### src/pkg/cgsc_defs.vh
`ifndef CGSC_DEFS_VH
`define CGSC_DEFS_VH
`define CGSC_REG_FREQ       2'h0
`define CGSC_REG_CPU_EN     2'h1
`define CGSC_REG_PCI_EN     2'h2
`define CGSC_NUM_REGS       3
`define CGSC_FREQ_RESET     8'h00
`define CGSC_CPU_EN_RESET   8'h0b
`define CGSC_CPU_EN_MASK    8'h0b
`define CGSC_PCI_EN_RESET   8'hff
`define CGSC_FREQ_SW_BIT    3
`define CGSC_FREQ_SW_HI     2
`define CGSC_FREQ_MASK      8'h7c
`define CGSC_CPU_MEM13_BIT  3
`define CGSC_CPU_PAIR_BIT   1
`define CGSC_CPU_CHIP_BIT   0
`define CGSC_ADDR_WRITE     8'hd2
`define CGSC_ADDR_READ      8'hd3
`define CGSC_SETTLE_MS      3
`define CGSC_CLK_MHZ        50
`define CGSC_SETTLE_CYCLES  (`CGSC_SETTLE_MS * `CGSC_CLK_MHZ * 1000)
`endif

### src/hw/cgsc_serial_ctrl.v
`timescale 1ns/1ps
`include "cgsc_defs.vh"
// Summary of operation
// Hardware mode picks CPU/PCI frequency from latched straps via sixteen-entry table
// Frequency register bit 3 picks straps (0) or software bits (1), reset zero
// Software index is bit 2 then bits 6,5,4, same table
// Latched mode strap: 0 makes shared pin halt input, 1 reference output
// In halt mode, halt input low holds CPU outputs low
// Four frequency straps sampled once after power up and held
// Power-down low stops all outputs after a full high period
// Each output or group enabled individually through serial registers; reference output has no register bit, only the mode strap
// Controller should wait 3 ms after power up before enabling outputs
// All control registers load defaults at power up
// Data moves only while clock low; start and stop are the exceptions
// Every unit is an eight-bit byte followed by acknowledge
// Write opens with start then address byte 1101 0010
// Command and count bytes follow; acknowledged and ignored
// Device acknowledges each received byte by pulling data low
// Data bytes go to registers 0,1,2 in order until stop
// Read address 1101 0011 returns registers from 0 sequentially until stop
// Enable bit 1 runs the output, 0 stops it
// Register 1 bits 3,1,0 gate memory, CPU pair, chipset; reset 1
// Register 2 bits 6,4..0 gate PCI 0,5,4,3,2,1; reset all ones
// Stop midway keeps fully received registers, later ones unchanged
// Enable changes take effect only while the clock is low
module cgsc_serial_ctrl #(
    parameter SETTLE_CYCLES = `CGSC_SETTLE_CYCLES
) (
    input  wire       i_clk,
    input  wire       i_rst,
    input  wire       i_serial_clock_line,
    input  wire       i_serial_data_line,
    output reg        o_serial_data_line,
    output reg        o_serial_data_line_oe,
    input  wire [3:0] i_hw_freq_strap,
    input  wire       i_mode_strap,
    input  wire       i_cpu_halt_n,
    input  wire       i_power_down_n,
    input  wire       i_cpu_src,
    input  wire       i_pci_src,
    input  wire       i_ref_src,
    input  wire       i_mem_src,
    output reg  [3:0] o_freq_index,
    output reg        o_ref_mode,
    output reg        o_settled,
    output wire       o_cpu_clk_true,
    output wire       o_cpu_clk_comp,
    output wire       o_chipset_cpu_clk,
    output wire       o_mem_clk_13th,
    output wire [5:0] o_pci_out,
    output wire       o_reference_out_a
);
    localparam ST_IDLE  = 3'h0;
    localparam ST_ADDR  = 3'h1;
    localparam ST_WACK  = 3'h2;
    localparam ST_WDATA = 3'h3;
    localparam ST_RDATA = 3'h4;
    localparam ST_RACK  = 3'h5;
    localparam ST_SKIP  = 3'h6;

    reg  [1:0] scl_s;
    reg  [1:0] sda_s;
    reg  [1:0] pd_s;
    reg  [1:0] halt_s;
    reg  [3:0] strap_s0;
    reg  [3:0] strap_s1;
    reg        mode_s0;
    reg        mode_s1;
    reg        scl_q;
    reg        sda_q;
    reg        straps_taken;
    reg  [3:0] hw_strap;
    reg  [7:0] freq_select;
    reg  [7:0] cpu_clock_enables;
    reg  [7:0] pci_clock_enables;
    reg  [2:0] state;
    reg  [2:0] bit_cnt;
    reg  [7:0] shreg;
    reg  [1:0] byte_idx;
    reg  [1:0] reg_ptr;
    reg        is_read;
    reg  [3:0] next_freq_index;
    reg  [22:0] settle_cnt;
    wire       scl_rise;
    wire       scl_fall;
    wire       start_cond;
    wire       stop_cond;
    wire       run;
    wire       cpu_run;
    wire [7:0] rd_byte;

    function [7:0] reg_read;
        input [1:0] idx;
        input [7:0] r0;
        input [7:0] r1;
        input [7:0] r2;
        begin
            case (idx)
                `CGSC_REG_FREQ:   reg_read = r0;
                `CGSC_REG_CPU_EN: reg_read = r1;
                `CGSC_REG_PCI_EN: reg_read = r2;
                default:          reg_read = 8'h00;
            endcase
        end
    endfunction

    // Pins pass two flops; the second stage feeds logic, and the serial lines add a third flop for edge detection
    always @(posedge i_clk) begin
        // Strap stages run through reset so the first edge after release sees the pins
        strap_s0 <= i_hw_freq_strap;
        strap_s1 <= strap_s0;
        mode_s0  <= i_mode_strap;
        mode_s1  <= mode_s0;
        if (i_rst) begin
            scl_s    <= 2'h3;
            sda_s    <= 2'h3;
            pd_s     <= 2'h3;
            halt_s   <= 2'h3;
            scl_q    <= 1'b1;
            sda_q    <= 1'b1;
        end else begin
            scl_s    <= {scl_s[0], i_serial_clock_line};
            sda_s    <= {sda_s[0], i_serial_data_line};
            pd_s     <= {pd_s[0], i_power_down_n};
            halt_s   <= {halt_s[0], i_cpu_halt_n};
            scl_q    <= scl_s[1];
            sda_q    <= sda_s[1];
        end
    end

    assign scl_rise   = scl_s[1] & ~scl_q;
    assign scl_fall   = ~scl_s[1] & scl_q;
    assign start_cond = scl_s[1] & scl_q & sda_q & ~sda_s[1];
    assign stop_cond  = scl_s[1] & scl_q & ~sda_q & sda_s[1];

    // Straps caught once, on the first edge after reset release
    always @(posedge i_clk) begin
        if (i_rst) begin
            straps_taken <= 1'b0;
            hw_strap     <= 4'h0;
            o_ref_mode   <= 1'b0;
        end else if (!straps_taken) begin
            straps_taken <= 1'b1;
            hw_strap     <= strap_s1;
            o_ref_mode   <= mode_s1;
        end
    end

    // Advisory settle flag; enabling early is the controller's risk
    always @(posedge i_clk) begin
        if (i_rst) begin
            settle_cnt <= 23'h0;
            o_settled  <= 1'b0;
        end else if (settle_cnt < SETTLE_CYCLES[22:0]) begin
            settle_cnt <= settle_cnt + 23'h1;
        end else begin
            o_settled <= 1'b1;
        end
    end

    always @* begin
        if (freq_select[`CGSC_FREQ_SW_BIT])
            next_freq_index = {freq_select[`CGSC_FREQ_SW_HI], freq_select[6:4]};
        else
            next_freq_index = hw_strap;
    end

    always @(posedge i_clk) begin
        if (i_rst)
            o_freq_index <= 4'h0;
        else
            o_freq_index <= next_freq_index;
    end

    assign rd_byte = reg_read(reg_ptr, freq_select, cpu_clock_enables, pci_clock_enables);

    // Serial slave
    always @(posedge i_clk) begin
        if (i_rst) begin
            state                 <= ST_IDLE;
            bit_cnt               <= 3'h0;
            shreg                 <= 8'h00;
            byte_idx              <= 2'h0;
            reg_ptr               <= 2'h0;
            is_read               <= 1'b0;
            o_serial_data_line    <= 1'b0;
            o_serial_data_line_oe <= 1'b0;
            freq_select           <= `CGSC_FREQ_RESET;
            cpu_clock_enables     <= `CGSC_CPU_EN_RESET;
            pci_clock_enables     <= `CGSC_PCI_EN_RESET;
        end else if (stop_cond) begin
            // Only whole bytes were committed, so nothing to undo here
            state                 <= ST_IDLE;
            o_serial_data_line_oe <= 1'b0;
        end else if (start_cond) begin
            state                 <= ST_ADDR;
            bit_cnt               <= 3'h0;
            shreg                 <= 8'h00;
            byte_idx              <= 2'h0;
            reg_ptr               <= 2'h0;
            o_serial_data_line_oe <= 1'b0;
        end else begin
            case (state)
                ST_ADDR, ST_WDATA: begin
                    if (scl_rise) begin
                        shreg   <= {shreg[6:0], sda_s[1]};
                        bit_cnt <= bit_cnt + 3'h1;
                    end
                    if (scl_fall && bit_cnt == 3'h0 && byte_idx == 2'h0 &&
                        state == ST_ADDR && shreg != 8'h00) begin
                        if (shreg == `CGSC_ADDR_WRITE || shreg == `CGSC_ADDR_READ) begin
                            is_read               <= shreg[0];
                            o_serial_data_line    <= 1'b0;
                            o_serial_data_line_oe <= 1'b1;
                            state                 <= ST_WACK;
                        end else begin
                            state <= ST_SKIP;
                        end
                    end else if (scl_fall && bit_cnt == 3'h0 && state == ST_WDATA) begin
                        if (byte_idx == 2'h3) begin
                            case (reg_ptr)
                                `CGSC_REG_FREQ:
                                    freq_select <= shreg & `CGSC_FREQ_MASK;
                                `CGSC_REG_CPU_EN:
                                    cpu_clock_enables <= shreg & `CGSC_CPU_EN_MASK;
                                `CGSC_REG_PCI_EN:
                                    pci_clock_enables <= shreg;
                                default: ;
                            endcase
                            if (reg_ptr != 2'h3)
                                reg_ptr <= reg_ptr + 2'h1;
                        end else begin
                            byte_idx <= byte_idx + 2'h1;
                        end
                        o_serial_data_line    <= 1'b0;
                        o_serial_data_line_oe <= 1'b1;
                        state                 <= ST_WACK;
                    end
                end
                ST_WACK: begin
                    if (scl_fall) begin
                        o_serial_data_line_oe <= 1'b0;
                        shreg                 <= 8'h00;
                        if (is_read) begin
                            o_serial_data_line    <= 1'b0;
                            o_serial_data_line_oe <= ~rd_byte[7];
                            shreg                 <= rd_byte;
                            bit_cnt               <= 3'h0;
                            state                 <= ST_RDATA;
                        end else begin
                            if (byte_idx == 2'h0)
                                byte_idx <= 2'h1;
                            state <= ST_WDATA;
                        end
                    end
                end
                ST_RDATA: begin
                    if (scl_fall) begin
                        if (bit_cnt == 3'h7) begin
                            o_serial_data_line_oe <= 1'b0;
                            state                 <= ST_RACK;
                        end else begin
                            o_serial_data_line_oe <= ~shreg[6];
                            shreg                 <= {shreg[6:0], 1'b0};
                        end
                        bit_cnt <= bit_cnt + 3'h1;
                    end
                end
                ST_RACK: begin
                    // A controller nack ends the read; it then issues stop
                    if (scl_rise) begin
                        if (sda_s[1]) begin
                            state <= ST_SKIP;
                        end else begin
                            reg_ptr <= reg_ptr + 2'h1;
                            is_read <= 1'b1;
                            state   <= ST_WACK;
                        end
                    end
                end
                ST_SKIP: ;
                default: state <= ST_IDLE;
            endcase
            if (state == ST_RACK && scl_rise && !sda_s[1])
                shreg <= 8'h00;
        end
    end

    assign run     = pd_s[1];
    assign cpu_run = run & (o_ref_mode | halt_s[1]);

    cgsc_out_gate u_cpu_true (
        .i_clk (i_clk),
        .i_rst (i_rst),
        .i_src (i_cpu_src),
        .i_en  (cpu_run & cpu_clock_enables[`CGSC_CPU_PAIR_BIT]),
        .o_clk (o_cpu_clk_true)
    );
    cgsc_out_gate u_cpu_comp (
        .i_clk (i_clk),
        .i_rst (i_rst),
        .i_src (~i_cpu_src),
        .i_en  (cpu_run & cpu_clock_enables[`CGSC_CPU_PAIR_BIT]),
        .o_clk (o_cpu_clk_comp)
    );
    cgsc_out_gate u_cpu_chip (
        .i_clk (i_clk),
        .i_rst (i_rst),
        .i_src (i_cpu_src),
        .i_en  (cpu_run & cpu_clock_enables[`CGSC_CPU_CHIP_BIT]),
        .o_clk (o_chipset_cpu_clk)
    );
    cgsc_out_gate u_mem (
        .i_clk (i_clk),
        .i_rst (i_rst),
        .i_src (i_mem_src),
        .i_en  (run & cpu_clock_enables[`CGSC_CPU_MEM13_BIT]),
        .o_clk (o_mem_clk_13th)
    );
    cgsc_out_gate u_ref (
        .i_clk (i_clk),
        .i_rst (i_rst),
        .i_src (i_ref_src),
        .i_en  (run & o_ref_mode),
        .o_clk (o_reference_out_a)
    );
    cgsc_out_gate u_pci0 (
        .i_clk (i_clk),
        .i_rst (i_rst),
        .i_src (i_pci_src),
        .i_en  (run & pci_clock_enables[6]),
        .o_clk (o_pci_out[0])
    );
    cgsc_out_gate u_pci1 (
        .i_clk (i_clk),
        .i_rst (i_rst),
        .i_src (i_pci_src),
        .i_en  (run & pci_clock_enables[0]),
        .o_clk (o_pci_out[1])
    );
    cgsc_out_gate u_pci2 (
        .i_clk (i_clk),
        .i_rst (i_rst),
        .i_src (i_pci_src),
        .i_en  (run & pci_clock_enables[1]),
        .o_clk (o_pci_out[2])
    );
    cgsc_out_gate u_pci3 (
        .i_clk (i_clk),
        .i_rst (i_rst),
        .i_src (i_pci_src),
        .i_en  (run & pci_clock_enables[2]),
        .o_clk (o_pci_out[3])
    );
    cgsc_out_gate u_pci4 (
        .i_clk (i_clk),
        .i_rst (i_rst),
        .i_src (i_pci_src),
        .i_en  (run & pci_clock_enables[3]),
        .o_clk (o_pci_out[4])
    );
    cgsc_out_gate u_pci5 (
        .i_clk (i_clk),
        .i_rst (i_rst),
        .i_src (i_pci_src),
        .i_en  (run & pci_clock_enables[4]),
        .o_clk (o_pci_out[5])
    );
endmodule // cgsc_serial_ctrl

### src/hw/cgsc_out_gate.v
`timescale 1ns/1ps
`include "cgsc_defs.vh"
// Glitch-free gate: the enable is only taken while the clock is low
// Source is synchronised first, so the gate adds three cycles of lag
module cgsc_out_gate (
    input  wire i_clk,
    input  wire i_rst,
    input  wire i_src,
    input  wire i_en,
    output reg  o_clk
);
    reg src_s;
    reg src_d;
    reg en_lat;
    always @(posedge i_clk) begin
        if (i_rst) begin
            src_s  <= 1'b0;
            src_d  <= 1'b0;
            en_lat <= 1'b0;
            o_clk  <= 1'b0;
        end else begin
            src_s <= i_src;
            src_d <= src_s;
            if (!src_d)
                en_lat <= i_en;
            o_clk <= src_d & en_lat;
        end
    end
endmodule // cgsc_out_gate

### config.mk
export PLATFORM = sky130hd
export DESIGN_NAME = cgsc_serial_ctrl
export DESIGN_NICKNAME = d
export VERILOG_FILES = /design/src/hw/cgsc_serial_ctrl.v /design/src/hw/cgsc_out_gate.v
export VERILOG_INCLUDE_DIRS = /design/src /design/src/pkg
export SDC_FILE = /design/constraint.sdc
export NUM_CORES = 1
export LEC_CHECK = 0
export ABC_CLOCK_PERIOD_IN_PS = 2300
export BUFFER_PORTS_ARGS = -buffer_cell sky130_fd_sc_hd__buf_2
export CAP_MARGIN = 20
export CORE_UTILIZATION = 54
export DETAILED_ROUTE_END_ITERATION = 12
export HOLD_SLACK_MARGIN = 0.08
export PLACE_DENSITY = 0.72
export SETUP_SLACK_MARGIN = 0.5
export SLEW_MARGIN = 20
export SYNTH_ARGS = -nofsm -noshare
export SYNTH_HDL_FRONTEND = slang
export SYNTH_SLANG_ARGS = --single-unit
### constraint.sdc
create_clock -name i_clk -period 2.3 [get_ports i_clk]
set_clock_uncertainty 0.15 [all_clocks]
set_input_delay 0.46 -clock i_clk [delete_from_list [all_inputs] [get_ports i_clk]]
set_output_delay 0.46 -clock i_clk [all_outputs]
set_load 0.005 [all_outputs]
==> flow_summary.html <==
<table>
<tr><th>Metric</th><th>Value</th></tr>
<tr><th colspan="2">Run status</th></tr>
<tr><td>Status</td><td>finished, final reports clean</td></tr>
<tr><th colspan="2">Power and ir drop</th></tr>
<tr><td>Peak ir drop on the vdd network</td><td>0.689 mV</td></tr>
<tr><td>P_leak</td><td>2.77 nW</td></tr>
<tr><td>Power density over the cells</td><td>830 nW/µm²</td></tr>
<tr><th colspan="2">Clock tree</th></tr>
<tr><td>H-tree levels</td><td>4</td></tr>
<tr><td>Maximum count of clock buffers along a single path</td><td>2</td></tr>
<tr><td>Clk Tree Root Cell</td><td>clkbuf_8</td></tr>
<tr><td>Sink Count</td><td>122</td></tr>
<tr><td>TritonCTS clock tree</td><td>yes</td></tr>
<tr><td>Clock-pin slew of the registers on the worst-case setup and hold paths</td><td>0.06 ns</td></tr>
<tr><td>Insertion delay to the later sink of the worst-skew pair</td><td>0.52 ns</td></tr>
<tr><td>Number of clock buffers inserted by TritonCTS</td><td>17</td></tr>
<tr><th colspan="2">Logic synthesis</th></tr>
<tr><td>Area fraction of the dominant cell type after synthesis</td><td>48.3%</td></tr>
<tr><td>Async set-reset flop share out of synthesis</td><td>0%</td></tr>
<tr><td>Biggest area consumer among synthesized cells</td><td>dfxtp_1</td></tr>
<tr><td>Total nets after synthesis</td><td>597</td></tr>
<tr><td>Share of the yosys chip area belonging to registers</td><td>48.3%</td></tr>
<tr><td>Number of synthesized flops with an enable pin</td><td>0</td></tr>
<tr><td>Yosys cell types</td><td>66</td></tr>
<tr><td>Area of the mapped netlist</td><td>5060 µm²</td></tr>
<tr><td>Mean area per synthesized cell</td><td>8.86 µm²</td></tr>
<tr><td>Synth Register Bits</td><td>122</td></tr>
<tr><td>Synth top area cells</td><td>dfxtp_1, nand3_1, nand2_1, a21oi_1, nor2_1</td></tr>
<tr><td>Post-synthesis cell count</td><td>571</td></tr>
<tr><td>Warnings, synthesis</td><td>0</td></tr>
<tr><td>Top FF cell, synth</td><td>dfxtp_1</td></tr>
<tr><th colspan="2">STA</th></tr>
<tr><td>Finish-stage setup viols</td><td>0</td></tr>
<tr><td>Total negative slack</td><td>0 ns</td></tr>
<tr><td>Worst max-slew margin expressed relative to the limit</td><td>61.5%</td></tr>
<tr><td>Clock period minus final worst setup slack</td><td>1.96 ns</td></tr>
<tr><td>RSZ-0062 raised after global routing</td><td>true</td></tr>
<tr><td>Timing-limited maximum frequency</td><td>510 MHz</td></tr>
<tr><td>Final-report hold violation count</td><td>0</td></tr>
<tr><td>Final number of max-transition violations</td><td>0</td></tr>
<tr><td>Transition time of the tightest slew-check pin</td><td>0.578 ns</td></tr>
<tr><td>Period Utilization, post-route</td><td>85.3%</td></tr>
<tr><td>Fin worst setup slack</td><td>0.339 ns</td></tr>
<tr><th colspan="2">Die</th></tr>
<tr><td>Row count</td><td>34</td></tr>
<tr><td>Width of the die</td><td>98.8 µm</td></tr>
<tr><td>Effective utilization at floorplan</td><td>56.9%</td></tr>
<tr><td>Ports placed on the boundary</td><td>34</td></tr>
<tr><td>Floorplan die area</td><td>9760 µm²</td></tr>
<tr><td>Vertical extent of the die</td><td>98.8 µm</td></tr>
<tr><td>Core area</td><td>8890 µm²</td></tr>
<tr><th colspan="2">Worst setup path</th></tr>
<tr><td>CP max stage delay</td><td>0.47 ns</td></tr>
<tr><td>Reg2Reg Setup Slack</td><td>0.34 ns</td></tr>
<tr><td>Arrival @ worst endpoint</td><td>2.22 ns</td></tr>
<tr><td>CP max stage cell</td><td>or4_1</td></tr>
<tr><td>Cell breakdown of the critical path</td><td>inv_2, ha_4, and4bb_4, a21oi_2, o22a_1, or4_1, o31ai_1</td></tr>
<tr><td>Reg2Reg Capture Point</td><td>reg_ptr[0]$_SDFFE_PP0P_</td></tr>
<tr><td>Maximum fanout along the worst path</td><td>4</td></tr>
<tr><td>Worst setup path class</td><td>reg -&gt; reg</td></tr>
<tr><td>Critical Path End Type</td><td>flip-flop</td></tr>
<tr><td>Required time of the critical path</td><td>2.55 ns</td></tr>
<tr><td>CP startpoint kind</td><td>flip-flop</td></tr>
<tr><td>RR Startpoint</td><td>bit_cnt[1]$_SDFFE_PP0P_</td></tr>
<tr><td>FF-to-FF path depth</td><td>7</td></tr>
<tr><th colspan="2">Finish</th></tr>
<tr><td>Top library cells by usage in the layout, fill and taps aside</td><td>dfxtp_1, nand2_1, nor2_1</td></tr>
<tr><td>Commonest non-fill, non-tap cell in the layout</td><td>dfxtp_1</td></tr>
<tr><td>Number of antenna diodes</td><td>0</td></tr>
<tr><td>Total number of nets in the final design</td><td>670</td></tr>
<tr><td>Share of final-layout standard cells stronger than drive strength 1</td><td>36.8%</td></tr>
<tr><td>Fin area</td><td>6900 µm²</td></tr>
<tr><td>Synth-to-layout area growth</td><td>36.4%</td></tr>
<tr><td>Layout filler cell count</td><td>557</td></tr>
<tr><th colspan="2">GRT</th></tr>
<tr><td>Grt ovf</td><td>0</td></tr>
<tr><td>Initial antenna violation count</td><td>0</td></tr>
<tr><td>Overall global routing resource usage</td><td>27.0%</td></tr>
<tr><td>Pin count of the biggest net entering global routing</td><td>92</td></tr>
<tr><td>Global-route wire length before repair</td><td>20.6 mm</td></tr>
<tr><td>Number of global-route vias before repair</td><td>4317</td></tr>
<tr><th colspan="2">Flow run</th></tr>
<tr><td>Maximum capacitance violations</td><td>0</td></tr>
<tr><th colspan="2">Drt</th></tr>
<tr><td>Router iterations before antenna repair</td><td>7</td></tr>
<tr><td>Average vias per placed instance</td><td>5.95</td></tr>
<tr><td>Average wire per cell in the routed design</td><td>17.6 µm</td></tr>
<tr><td>Routed WL</td><td>13.5 mm</td></tr>
<tr><td>DRT iter0 DRCs</td><td>350</td></tr>
<tr><td># DRC</td><td>0</td></tr>
<tr><td>Detailed-route via count</td><td>4551</td></tr>
<tr><td>Antenna Nets Post-Route</td><td>0</td></tr>
<tr><th colspan="2">Hold path</th></tr>
<tr><td>Cell depth of the worst hold path</td><td>2</td></tr>
<tr><td>Class of the tightest hold or removal check</td><td>in -&gt; reg</td></tr>
<tr><td>Critical hold path startpoint</td><td>i_rst</td></tr>
<tr><td>Worst Hold End</td><td>straps_taken$_DFF_P_</td></tr>
<tr><th colspan="2">Placement</th></tr>
<tr><td>Placement Cell Area</td><td>5310 µm²</td></tr>
<tr><td>Post-DP HPWL</td><td>7.19 mm</td></tr>
<tr><td>Worst Setup Slack post-DPL</td><td>0.222 ns</td></tr>
<tr><td>Weighted congestion reported at the end of routability-driven placement</td><td>0.899</td></tr>
<tr><td>Count of port buffers added during placement</td><td>32</td></tr>
</table>
==> how the worst max path moves through the flow <==
stage / endpoint / startpoint / slack, ns / cells after the start
global route: shreg[3]$_SDFFE_PP0P_ / reg_ptr[0]$_SDFFE_PP0P_ / 0.27 / 8
CTS: reg_ptr[0]$_SDFFE_PP0P_ / bit_cnt[1]$_SDFFE_PP0P_ / 0.40 / 7
floorplan: settle_cnt[9]$_SDFFE_PP0N_ / settle_cnt[4]$_SDFFE_PP0N_ / 0.42 / 6
global placement: reg_ptr[0]$_SDFFE_PP0P_ / state[0]$_SDFFE_PP0P_ / 0.26 / 5
finish: reg_ptr[0]$_SDFFE_PP0P_ / bit_cnt[1]$_SDFFE_PP0P_ / 0.34 / 7
detailed placement: settle_cnt[15]$_SDFFE_PP0N_ / settle_cnt[12]$_SDFFE_PP0N_ / 0.22 / 5
==> state kept, by name (all words and copies together) (netlist names), 4 cells and up <==
register           count
shreg                  8
pci_clock_enables      8
settle_cnt            23
hw_strap               4
strap_s1               4
freq_select            5
strap_s0               4
o_freq_index           4
==> where the power goes <==
part | internal, W | switching [W] | leakage, nW | total [W]
Combinational | 0.000361 | 0.000417 | 1.46 | 0.000777
Clock | 0.00162 | 0.00107 | 0.299 | 0.00269
Sequential | 0.00220 | 0.0000634 | 1.01 | 0.00226
Total | 0.00418 | 0.00155 | 2.77 | 0.00573
==> routing by layer <==
layer  global-route usage [%]  vias up  part of all wire (%)
li1                         -     2142                     -
met1                     33.6     2162                    41
met2                     44.4      204                    49
met3                     7.59       43                   6.9
met4                     10.1        0                   2.9
met5                        0        -                     0
==> layout make-up <==
class                   count  area (µm²)  share of cell area (%)
repair buffers             94         768                    11.1
flip-flops and latches    122        2500                    36.2
clock inverters            14         171                    2.48
well taps                 108         135                    1.96
clock buffers              18         428                    6.20
inverters                  16        60.1                   0.870
multi-input cells         393        2840                    41.2
==> per-stage QoR <==
step           hold slack [ns]  power [W]  utilization, %  cells
6_report                 0.137    0.00573            77.6    765
2_1_floorplan            0.160    0.00268               -    571
4_1_cts                  0.137    0.00556            71.2    748
3_5_place_dp             0.162    0.00281            59.8    682
5_1_grt                  0.129    0.00593            77.6    765
3_3_place_gp             0.161    0.00280            59.8    682
==> cell usage after synthesis, types with 5 or more instances <==
| cell type | number |
|---|---|
| mux2i_1 | 13 |
| nor2_1 | 42 |
| o21ai_1 | 5 |
| a21oi_1 | 41 |
| buf_1 | 6 |
| or4_1 | 5 |
| nand3b_1 | 6 |
| a22oi_1 | 7 |
| dfxtp_1 | 122 |
| a21o_1 | 5 |
| clkbuf_1 | 22 |
| or2_2 | 13 |
| buf_4 | 7 |
| nand4_1 | 6 |
| nor2b_1 | 19 |
| xnor2_1 | 9 |
| o211ai_1 | 6 |
| nand2_1 | 56 |
| nand3_1 | 44 |
| ha_1 | 11 |
| nor3_1 | 12 |
| o21ai_0 | 15 |
| inv_1 | 15 |
| or3_1 | 5 |
==> what timing repair did <==
item / 4_1_cts / 5_1_grt
cloned: 1 / 2
gates resized for setup: 41 / 104
pin swaps: 15 / 40
buffers inserted: 20 / 15
endpoints found under the setup margin: 44 / 54
hold buffers: 13 / 0
hold endpoints to repair: 14 / 0
==> worst max-delay path, delay by kind of cell (launching register included) <==
family | cells | cell delay, ns
AOI/OAI and AO/OA | 3 | 0.41
adders and majority gates | 1 | 0.14
and+or+nand+nor | 2 | 0.77
DFF | 1 | 0.33
buffers and inverters | 1 | 0.07
==> logic make-up after synthesis <==
logic type / after synthesis / synth area share (%)
mux: 14 / 2.79
simple gates: 247 / 25.6
buf+inv: 57 / 5.14
other cells: 1 / 0.0741
compound gates: 109 / 13.6
xor+xnor: 10 / 1.73
fa+ha+maj: 11 / 2.72
flops: 122 / 48.3
(Power assumes the default switching activity.)
